`src/kbi_map.vh`:
```
`ifndef KBI_MAP_VH
`define KBI_MAP_VH
// Register word offsets (byte address = 4 * index)
`define REG_STATUS_CTRL_IDX   2'h0
`define REG_KB_ENABLE_IDX     2'h1
`define REG_IDX_W             2
// Status/control field positions
`define F_LEVEL_K             0
`define F_MASK_K              1
`define F_ACK_K               2
`define F_PEND_K              3
`define F_LEVEL_E             4
`define F_MASK_E              5
`define F_ACK_E               6
`define F_PEND_E              7
// Reset values and keyboard pin count
`define RST_CTRL              1'h0
`define RST_KB_EN             6'h00
`define KB_PINS               6
// Edges counted after reset before the synchroniser output is trusted
`define SYNC_WARM             2'h3
`endif

```
`src/keyboard_external_interrupt.v`:
```
// The register offsets and the Avalon-MM interface to the registers were chosen for this implementation.
`timescale 1ns/1ps
`default_nettype none
`include "kbi_map.vh"

module keyboard_external_interrupt #(
   parameter KB_N = `KB_PINS
) (
   input  wire              ref_clk,
   input  wire              reset_n,
   // Avalon-MM slave
   input  wire [3:0]        avs_address,
   input  wire              avs_read,
   input  wire              avs_write,
   input  wire [31:0]       avs_writedata,
   input  wire [3:0]        avs_byteenable,
   output reg  [31:0]       avs_readdata,
   output wire              avs_waitrequest,
   // Pins and system
   input  wire              ext_int_pin,
   input  wire [KB_N-1:0]   kb_pin,
   input  wire              vector_fetch_ack,
   input  wire              break_state,
   input  wire              break_clear_en,
   output wire              cpu_irq,
   output wire [KB_N-1:0]   kb_pullup_en,
   output wire [KB_N-1:0]   kb_force_input
);

   // ------------------------------------------------------------
   // Signals
   // ------------------------------------------------------------
   reg  [KB_N-1:0]  kb_pin_en_ff;      // Keyboard enable bits
   reg              ext_level_sel_ff;  // External level sensitivity
   reg              kb_level_sel_ff;   // Keyboard level sensitivity
   reg              ext_mask_ff;       // External mask
   reg              kb_mask_ff;        // Keyboard mask
   reg              ext_latch_ff;      // External request latch
   reg              kb_latch_ff;       // Keyboard request latch
   reg              ext_s1_ff;         // Sync stage 1
   reg              ext_s2_ff;         // Sync stage 2
   reg  [KB_N-1:0]  kb_s1_ff;          // Sync stage 1
   reg  [KB_N-1:0]  kb_s2_ff;          // Sync stage 2
   reg              ext_prev_ff;       // Previous synced external level
   reg              kb_and_prev_ff;    // Previous AND of enabled pins
   reg              ack_seen_e_ff;     // Acknowledge waiting for pin high
   reg              ack_seen_k_ff;     // Acknowledge waiting for pins high
   reg              wr_done_ff;        // Single wait-state for access
   reg  [1:0]       warm_ff;           // Edges since reset, saturating
   wire             sync_ready;        // Synchroniser and edge history valid
   wire             kb_and;            // All enabled pins high
   wire             ext_fall;
   wire             kb_fall;
   wire             wr_hit;
   wire             ack_allow;
   wire             sw_ack_e;
   wire             sw_ack_k;
   wire             clr_e;
   wire             clr_k;
   wire             set_e;
   wire             set_k;
   wire [`REG_IDX_W-1:0] idx;

   // ------------------------------------------------------------
   // Bus slave: one wait cycle, then answer
   // ------------------------------------------------------------
   // Decoding a word index from byte address
   function [`REG_IDX_W-1:0] word_idx;
      input [3:0] a;
      begin
         word_idx = a[3:2];
      end
   endfunction

   assign idx             = word_idx(avs_address);
   assign avs_waitrequest = (avs_read | avs_write) & ~wr_done_ff;
   assign wr_hit          = avs_write & wr_done_ff & avs_byteenable[0];

   // Access done toggles so each request takes exactly two edges
   always @(posedge ref_clk or negedge reset_n) begin
      if (!reset_n) begin
         wr_done_ff <= 1'b0;
      end else begin
         wr_done_ff <= (avs_read | avs_write) & ~wr_done_ff;
      end
   end

   // Register writes
   always @(posedge ref_clk or negedge reset_n) begin
      if (!reset_n) begin
         ext_level_sel_ff <= `RST_CTRL;
         kb_level_sel_ff  <= `RST_CTRL;
         ext_mask_ff      <= `RST_CTRL;
         kb_mask_ff       <= `RST_CTRL;
         kb_pin_en_ff     <= `RST_KB_EN;
      end else if (wr_hit) begin
         if (idx == `REG_STATUS_CTRL_IDX) begin
            ext_level_sel_ff <= avs_writedata[`F_LEVEL_E];
            kb_level_sel_ff  <= avs_writedata[`F_LEVEL_K];
            ext_mask_ff      <= avs_writedata[`F_MASK_E];
            kb_mask_ff       <= avs_writedata[`F_MASK_K];
         end else if (idx == `REG_KB_ENABLE_IDX) begin
            kb_pin_en_ff <= avs_writedata[KB_N-1:0];
         end
      end
   end

   // Read data; unmapped words read zero
   always @(posedge ref_clk or negedge reset_n) begin
      if (!reset_n) begin
         avs_readdata <= 32'h0;
      end else if (avs_read & ~wr_done_ff) begin
         avs_readdata <= 32'h0;
         if (idx == `REG_STATUS_CTRL_IDX) begin
            avs_readdata[`F_PEND_E]  <= ext_latch_ff;
            avs_readdata[`F_PEND_K]  <= kb_latch_ff;
            avs_readdata[`F_LEVEL_E] <= ext_level_sel_ff;
            avs_readdata[`F_LEVEL_K] <= kb_level_sel_ff;
            avs_readdata[`F_MASK_E]  <= ext_mask_ff;
            avs_readdata[`F_MASK_K]  <= kb_mask_ff;
         end else if (idx == `REG_KB_ENABLE_IDX) begin
            avs_readdata[KB_N-1:0] <= kb_pin_en_ff;
         end
      end
   end

   // ------------------------------------------------------------
   // Pin synchronisers
   // ------------------------------------------------------------
   // two flops before detection
   always @(posedge ref_clk or negedge reset_n) begin
      if (!reset_n) begin
         ext_s1_ff <= 1'b1;
         ext_s2_ff <= 1'b1;
         kb_s1_ff  <= {KB_N{1'b1}};
         kb_s2_ff  <= {KB_N{1'b1}};
      end else begin
         ext_s1_ff <= ext_int_pin;
         ext_s2_ff <= ext_s1_ff;
         kb_s1_ff  <= kb_pin;
         kb_s2_ff  <= kb_s1_ff;
      end
   end

   // Sync flops reset high, so a pin held low through reset would look like
   // a falling edge once it reaches the second stage; hold edge detection
   // off until the history flop carries a real pin level
   always @(posedge ref_clk or negedge reset_n) begin
      if (!reset_n) begin
         warm_ff <= 2'h0;
      end else if (warm_ff != `SYNC_WARM) begin
         warm_ff <= warm_ff + 2'h1;
      end
   end

   assign sync_ready = (warm_ff == `SYNC_WARM);

   assign kb_and   = &(kb_s2_ff | ~kb_pin_en_ff);
   assign ext_fall = ext_prev_ff & ~ext_s2_ff & sync_ready;
   // falling edge of AND, follows from it
   assign kb_fall  = kb_and_prev_ff & ~kb_and & sync_ready;

   // ------------------------------------------------------------
   // Acknowledge sources
   // ------------------------------------------------------------
   // break state guards software clears
   assign ack_allow = ~break_state | break_clear_en;
   assign sw_ack_e  = wr_hit & (idx == `REG_STATUS_CTRL_IDX) &
                      avs_writedata[`F_ACK_E] & ack_allow;
   assign sw_ack_k  = wr_hit & (idx == `REG_STATUS_CTRL_IDX) &
                      avs_writedata[`F_ACK_K] & ack_allow;
   assign clr_e     = sw_ack_e | vector_fetch_ack;
   assign clr_k     = sw_ack_k | vector_fetch_ack;

   assign set_e = ext_fall | (ext_level_sel_ff & ~ext_s2_ff);
   // level mode holds while any low
   assign set_k = kb_fall | (kb_level_sel_ff & ~kb_and);

   // ------------------------------------------------------------
   // Request latches
   // ------------------------------------------------------------
   // Set wins over clear so a coincident edge is never lost
   always @(posedge ref_clk or negedge reset_n) begin
      if (!reset_n) begin
         ext_latch_ff   <= 1'b0;
         kb_latch_ff    <= 1'b0;
         ack_seen_e_ff  <= 1'b0;
         ack_seen_k_ff  <= 1'b0;
         ext_prev_ff    <= 1'b1;
         kb_and_prev_ff <= 1'b1;
      end else begin
         ext_prev_ff    <= ext_s2_ff;
         kb_and_prev_ff <= kb_and;
         // level mode waits for pin high, either order
         if (ext_fall | (ext_level_sel_ff & ~ext_s2_ff & ~ack_seen_e_ff)) begin
            ext_latch_ff <= 1'b1;
         end else if (clr_e | ack_seen_e_ff) begin
            ext_latch_ff <= ext_level_sel_ff & ~ext_s2_ff;
         end
         ack_seen_e_ff <= ext_level_sel_ff & ~ext_s2_ff & ~ext_fall &
                          (clr_e | ack_seen_e_ff);
         if (kb_fall | (kb_level_sel_ff & ~kb_and & ~ack_seen_k_ff)) begin
            kb_latch_ff <= 1'b1;
         end else if (clr_k | ack_seen_k_ff) begin
            kb_latch_ff <= kb_level_sel_ff & ~kb_and;
         end
         ack_seen_k_ff <= kb_level_sel_ff & ~kb_and & ~kb_fall &
                          (clr_k | ack_seen_k_ff);
      end
   end

   // ------------------------------------------------------------
   // Outputs
   // ------------------------------------------------------------
   // mask gates request; one shared request
   assign cpu_irq        = (ext_latch_ff & ~ext_mask_ff) | (kb_latch_ff & ~kb_mask_ff);
   assign kb_pullup_en   = kb_pin_en_ff;
   assign kb_force_input = kb_pin_en_ff;

   // set_e/set_k summarise the set terms for the level path above
   wire unused_ok = set_e | set_k;

endmodule
`default_nettype wire

```
`config.mk`:
```
export PLATFORM = sky130hd
export DESIGN_NAME = keyboard_external_interrupt
export DESIGN_NICKNAME = d
export VERILOG_FILES = /design/src/keyboard_external_interrupt.v
export VERILOG_INCLUDE_DIRS = /design/src
export SDC_FILE = /design/constraint.sdc
export NUM_CORES = 1
export LEC_CHECK = 0
export BUFFER_PORTS_ARGS = -buffer_cell sky130_fd_sc_hd__buf_2
export CAP_MARGIN = 20
export CORE_MARGIN = 2
export CORE_UTILIZATION = 39
export CTS_CLUSTER_SIZE = 30
export DETAILED_ROUTE_END_ITERATION = 8
export PLACE_DENSITY_LB_ADDON = 0.12
export SYNTH_ARGS = -nofsm -noshare
export SYNTH_HDL_FRONTEND = slang
export SYNTH_SLANG_ARGS = --single-unit
export TNS_END_PERCENT = 30
```
`constraint.sdc`:
```
create_clock -name ref_clk -period 1.29 [get_ports ref_clk]
set_input_delay 0.1935 -clock ref_clk [delete_from_list [all_inputs] [get_ports ref_clk]]
set_output_delay 0.1935 -clock ref_clk [all_outputs]
set_load 0.01 [all_outputs]
```
==> results of run 1 <==
## cell usage in the layout, fill, tap and decap left out, types with 2 or more instances in the layout
| cell type | count |
|---|---|
| clkbuf_8 | 6 |
| dlygate4sd3_1 | 7 |
| conb_1 | 25 |
| o22ai_1 | 3 |
| or2_4 | 2 |
| nor2_4 | 2 |
| mux2i_1 | 5 |
| a21oi_1 | 2 |
| nand2b_1 | 2 |
| mux2_4 | 6 |
| dfrtp_1 | 24 |
| dfstp_2 | 16 |
| buf_2 | 43 |
| o2bb2ai_1 | 2 |
| nand2_1 | 10 |
| buf_4 | 11 |
| o21ai_0 | 2 |
| mux2_2 | 4 |
| clkbuf_1 | 2 |
| o21ai_1 | 4 |
| inv_1 | 9 |
| nor3_1 | 2 |
## cells by family after synthesis
group,share of synthesized area (%)
AOI/OAI and AO/OA,7.79
xor gates and xnor gates,0.491
adders and majority gates,0.702
DFF,57.3
buffers and inverters,16.7
and+or+nand+nor,6.46
other,0.210
muxes,10.4
## stage by stage
step	total power [W]	TNS (ns)
after floorplan	0.00218	0
after global placement	0.00241	-0.528
after detailed placement	0.00244	-0.764
after CTS	0.00330	-0.0820
after global routing	0.00349	-0.350
final	0.00328	0
## sequential cells by signal, summed over array words and instances (netlist names)
name,flops
kb_and_prev_ff,1
ack_seen_e_ff,1
warm_ff,2
ext_mask_ff,1
avs_readdata,7
kb_mask_ff,1
ext_prev_ff,1
wr_done_ff,1
ext_level_sel_ff,1
kb_s2_ff,6
ext_latch_ff,1
ext_s1_ff,1
kb_level_sel_ff,1
kb_s1_ff,6
kb_latch_ff,1
ext_s2_ff,1
ack_seen_k_ff,1
kb_force_input,6
## what timing repair did
action | 4_1_cts | 5_1_grt
hold buffers | 7 | 0
buffers inserted | 2 | 0
hold endpoints to repair | 19 | 0
setup endpoints to repair | 9 | 19
pin swaps | 2 | 1
gates cloned | 0 | 0
gates resized for setup | 4 | 8
## cell type report
type,instances,area (um2),share of cell area (%)
clock buffer,8,90.1,4.11
timing repair buffer,63,399,18.2
inverter,10,37.5,1.71
tap,52,65.1,2.97
sequential,40,1020,46.5
multi-input combinational,81,581,26.5
## power groups by stage
stage,Clock [W],Combinational (W),Sequential (W)
after floorplan,0,0.000507,0.00167
after global placement,0,0.000773,0.00164
after detailed placement,0,0.000782,0.00166
after CTS,0.000855,0.000808,0.00163
after global routing,0.000911,0.000916,0.00166
final,0.000822,0.000819,0.00163
## layer usage
metal,GRT usage [%],part of all wire (%)
met5,0,0
met4,6.29,1.3
met3,3.52,6.9
met2,21.9,49
met1,17.6,43
## worst max path at each step
| stage | endpoint | slack [ns] | startpoint |
|---|---|---|---|
| 6_report | kb_mask_ff | 0.007 | wr_done_ff |
| 3_3_place_gp | kb_force_input[3] | -0.08 | wr_done_ff |
| 5_1_grt | ext_mask_ff | -0.04 | wr_done_ff |
| 3_5_place_dp | kb_force_input[4] | -0.12 | wr_done_ff |
| 4_1_cts | ext_mask_ff | -0.03 | wr_done_ff |
| 2_1_floorplan | kb_force_input[0] | 0.03 | wr_done_ff |
==> flow_metrics.py, run 1 <==
metrics = {
    "outcome": {
        "status": "finished, final reports clean",
    },
    "clock_network": {
        "cts_buffers": 5,
        "cts.sinks": 40,
        "cts-root-buf": "clkbuf_8",
        "clkLatencyLatePin_ns": 0.28,
        "ctsHtreeMaxLevel": 2,
        "cts_buffer_depth": 2,
        "cts.clk_slew.worst_paths_ns": 0.07,
        "cts_tree": "yes",
    },
    "setup_path": {
        "endpoint_kind": "flop",
        "path_depth": 4,
        "crit_required_ns": 1.46,
        "path_cells": "nand4b_4 -> nor2_4 -> buf_4 -> mux2_2",
        "reg2regPathDepth": 4,
        "worstPathMaxFanout": 4,
        "r2r_setup_slack_ns": 0.007,
        "crit_family": "flip-flops",
        "worstSetupPathType": "reg2reg",
        "r2r-end": "kb_mask_ff",
        "cpPeakStageDelay_ns": 0.40,
        "path_buf_inv": 1,
        "r2r-start": "wr_done_ff",
        "arrival_ns": 1.45,
        "critPathLaunchType": "flop",
        "cpMaxStageDelayCell": "dfrtp_1",
    },
    "logic_synthesis": {
        "ys_warn_count": 0,
        "syn_area_um2": 1780,
        "synth_common_cells": "31 x buf_4, 24 x dfrtp_1, 16 x dfstp_2",
        "synth_top_area_share_pct": 33.7,
        "synthArstFlopShare_pct": 100,
        "synthFlopType": "dfrtp_1",
        "seq_area_frac_synth_pct": 57.3,
        "ys_ff_latch": 40,
        "syn_area_per_cell_um2": 12.6,
        "synth_area_leaders": "dfrtp_1 34%, dfstp_2 24%, buf_4 13%",
        "synth_edf_count": 0,
        "yosysUniqueCellTypes": 28,
        "yosysMostFrequentCell": "buf_4",
        "netlist_instances": 141,
        "yosysTopAreaCell": "dfrtp_1",
    },
    "die": {
        "die_area_um2": 5130,
        "die_x_um": 71.6,
        "io_pins": 100,
        "initial_core_util_pct": 40.7,
        "die_h_um": 71.6,
        "rows": 24,
        "core_um2": 4380,
    },
    "power_and_ir_drop": {
        "p_sw_w": 0.000954,
        "p_leak_nw": 1.12,
        "ir_worst_vdd_uv": 683,
        "power.density_nw_per_um2": 1490,
        "pwr-share-seq_pct": 49.9,
        "p_sw_share_pct": 29.1,
        "power_frac_comb_pct": 25.0,
        "power.share.clock_pct": 25.1,
        "p_int_w": 0.00232,
    },
    "cells_and_area": {
        "fillers": 414,
        "fin_util_pct": 50.0,
        "nNetsFinal": 256,
        "stdcell_count": 254,
        "num_antenna_cells": 0,
        "drive_above_1_share_pct": 48.5,
        "postLayoutCellArea_um2": 2190,
        "area_delta_synth_final_pct": 23.0,
    },
    "global_routing": {
        "grt_max_degree": 24,
        "grt_pass1_vias": 1106,
        "antenna_found_initial": 0,
        "grt_pass1_wl_mm": 5.29,
        "grt-ovfl-total": 0,
        "grtUsageTotal_pct": 13.7,
    },
    "timing": {
        "clock_skew_ns": 0.00226,
        "min_period_ns": 1.28,
        "setup_ws_ns": 0.00699,
        "slew_viol_final": 0,
        "hold_violations": 0,
        "whs_ns": 0.0110,
        "period_share_pct": 99.5,
        "fmax_mhz": 779,
        "setup_viol": 0,
        "rsz0062_at_grt": "true",
    },
    "run": {
        "cap_viol_max_count": 0,
    },
    "detailed_routing": {
        "drt-vias-per-instance": 4.48,
        "antenna_left": 0,
        "wl_per_cell_um": 12.9,
        "drc_errors": 0,
        "drtIter0Drc": 37,
        "wl_mm": 3.27,
        "drt_pass1_iterations": 3,
        "vias": 1138,
    },
    "placed_design": {
        "gp_congestion": 0.726,
        "place_hpwl_mm": 2.48,
        "numPortBuffers": 44,
        "dp_slack_ns": -0.120,
        "place_area_um2": 1990,
        "dpl.cell_count": 237,
    },
    "min_path": {
        "whs_path_depth": 1,
        "hold_class": "in2reg",
        "hold_end": "kb_s1_ff[1]",
        "worstHoldStart": "kb_pin[1]",
    },
}
Note: power is estimated with default switching activity, not from simulation.
==> inputs of run 2 (changes only) <==
CORE_UTILIZATION = 44   (was 39)
clock period = 1.2 ns   (was 1.29 ns; I/O delays follow)
==> run 2 against run 1 <==
The run now ends with setup timing left; die area shrank 11%; hold slack improved by 0.12 ns; fmax grew 2.2%; flip-flop and latch count unchanged; critical path depth shrank 1; sequential power grew 6%; critical path type unchanged; largest power group unchanged.
==> flow_metrics.py, run 2 (synthesis results as in run 1) <==
metrics = {
    "outcome": {
        "status": "finished, violations left",
        "failed_checks": "setup timing",
    },
    "detailed_routing": {
        "drc_errors": 0,
        "drt-vias-per-instance": 4.40,
        "drtIter0Drc": 10,
        "wl_mm": 3.35,
        "vias": 1134,
        "drt_pass1_iterations": 4,
        "antenna_left": 0,
        "wl_per_cell_um": 13.0,
    },
    "global_routing": {
        "grt_pass1_wl_mm": 5.45,
        "antenna_found_initial": 0,
        "grtUsageTotal_pct": 17.0,
        "grt_pass1_vias": 1130,
        "grt-ovfl-total": 0,
        "grt_max_degree": 28,
    },
    "setup_path": {
        "critPathLaunchType": "flop",
        "startpoint": "wr_done_ff",
        "path_depth": 3,
        "arrival_ns": 1.43,
        "endpoint_kind": "flop",
        "cpMaxStageDelayCell": "dfrtp_1",
        "worstSetupPathType": "reg2reg",
        "worstPathMaxFanout": 6,
        "crit_required_ns": 1.37,
        "cpPeakStageDelay_ns": 0.40,
        "reg2regPathDepth": 3,
        "r2r-start": "wr_done_ff",
        "path_buf_inv": 0,
        "path_cells": "nand4b_4 -> or2_4 -> mux2_4",
        "crit_family": "simple AND/OR/NAND/NOR gates",
    },
    "min_path": {
        "worstHoldStart": "avs_writedata[3]",
        "hold_class": "in2reg",
        "whs_path_depth": 2,
    },
    "placed_design": {
        "numPortBuffers": 44,
        "gp_congestion": 0.762,
        "place_hpwl_mm": 2.54,
    },
    "cells_and_area": {
        "top_register": "avs_readdata",
        "layout_commonest_cell": "buf_2",
        "num_antenna_cells": 0,
        "drive_above_1_share_pct": 50.0,
        "final_cell_mix": "44 x buf_2, 25 x conb_1, 24 x dfrtp_1",
        "largest_reg_flops": 7,
        "area_delta_synth_final_pct": 26.5,
        "fillers": 365,
        "nNetsFinal": 262,
    },
    "timing": {
        "min_period_ns": 1.26,
        "hold_violations": 0,
        "rsz0062_at_grt": "true",
        "setup_viol": 11,
        "setup-tns-final_ns": -0.456,
        "period_share_pct": 105,
        "whs_ns": 0.134,
        "setup_ws_ns": -0.0560,
        "fmax_mhz": 796,
        "slew_viol_final": 0,
        "clock_skew_ns": 0.00490,
    },
    "clock_network": {
        "clkLatencyLatePin_ns": 0.28,
        "ctsHtreeMaxLevel": 2,
        "cts.clk_slew.worst_paths_ns": 0.07,
        "cts_buffer_depth": 2,
        "cts.sinks": 40,
        "cts_buffers": 5,
        "cts-root-buf": "clkbuf_8",
        "cts_tree": "yes",
    },
    "power_and_ir_drop": {
        "p_sw_share_pct": 28.1,
        "p_sw_w": 0.00106,
        "ir_worst_vdd_uv": 854,
        "pwr-share-seq_pct": 45.7,
        "power.share.clock_pct": 27.9,
        "p_leak_nw": 1.15,
        "power.density_nw_per_um2": 1670,
        "power_frac_comb_pct": 26.4,
        "p_int_w": 0.00271,
    },
    "die": {
        "core_um2": 3940,
        "io_pins": 100,
        "die_x_um": 67.7,
        "rows": 23,
        "die_h_um": 67.7,
        "initial_core_util_pct": 45.2,
        "die_area_um2": 4580,
    },
    "run": {
        "cap_viol_max_count": 0,
    },
}
==> run 2: worst paths after layout <==
check                               endpoint  slack, ns
min                        kb_force_input[3]       0.13
max                        kb_force_input[1]      -0.06
max in group asynchronous        kb_s1_ff[2]       0.34
min reg2reg                      kb_s2_ff[2]       0.36
max reg2reg                kb_force_input[1]      -0.06
min in group asynchronous    avs_readdata[7]       0.33
==> run 2: layer usage <==
metal | vias up | share of wire, % | GRT usage [%]
met2 | 46 | 51 | 27.2
met3 | 4 | 6.5 | 5.67
met4 | 0 | 1.3 | 8.16
li1 | 545 | - | -
met5 | - | 0 | 0
met1 | 539 | 41 | 20.4
==> run 2: metrics by stage <==
step                cells  setup slack (ns)  cell area, um2  total power, W  utilization (%)
finish                258           -0.0560            2260         0.00377             57.2
global route          258            -0.146            2260         0.00400             57.2
CTS                   258           -0.0603            2250         0.00381             57.0
detailed placement    240            -0.172            2020         0.00269             51.3
global placement      240            -0.153            2020         0.00267             51.3
floorplan             165           -0.0603            1870         0.00234                -
==> run 2: worst register-to-register path: stages, from the launching register on <==
cell,delay (ns)
dfrtp_1,0.40
nand4b_4,0.12
or2_4,0.31
mux2_4,0.31
==> run 2: final cells by class <==
type,count,area [um2],share of cell area [%]
Timing Repair Buffer,69,444,19.7
Clock inverter,2,35.0,1.55
Multi-Input combinational cell,81,583,25.8
Sequential cell,40,1020,45.3
Clock buffer,6,72.6,3.22
Tap cell,50,62.6,2.77
Inverter,10,37.5,1.66
==> run 2: power groups by stage <==
| stage | logic, W | clock network (W) | registers, W |
|---|---|---|---|
| after global routing | 0.00111 | 0.00114 | 0.00175 |
| after global placement | 0.000932 | 0 | 0.00174 |
| after CTS | 0.000995 | 0.00110 | 0.00172 |
| after floorplan | 0.000545 | 0 | 0.00180 |
| after detailed placement | 0.000945 | 0 | 0.00174 |
| final | 0.000997 | 0.00105 | 0.00173 |
==> run 2: what timing repair did <==
action,CTS,global route
setup endpoints to repair,15,20
pin swaps,6,0
hold endpoints to repair,20,0
hold buffers,8,0
cloned,0,0
resized for setup,7,5
buffers inserted,2,0
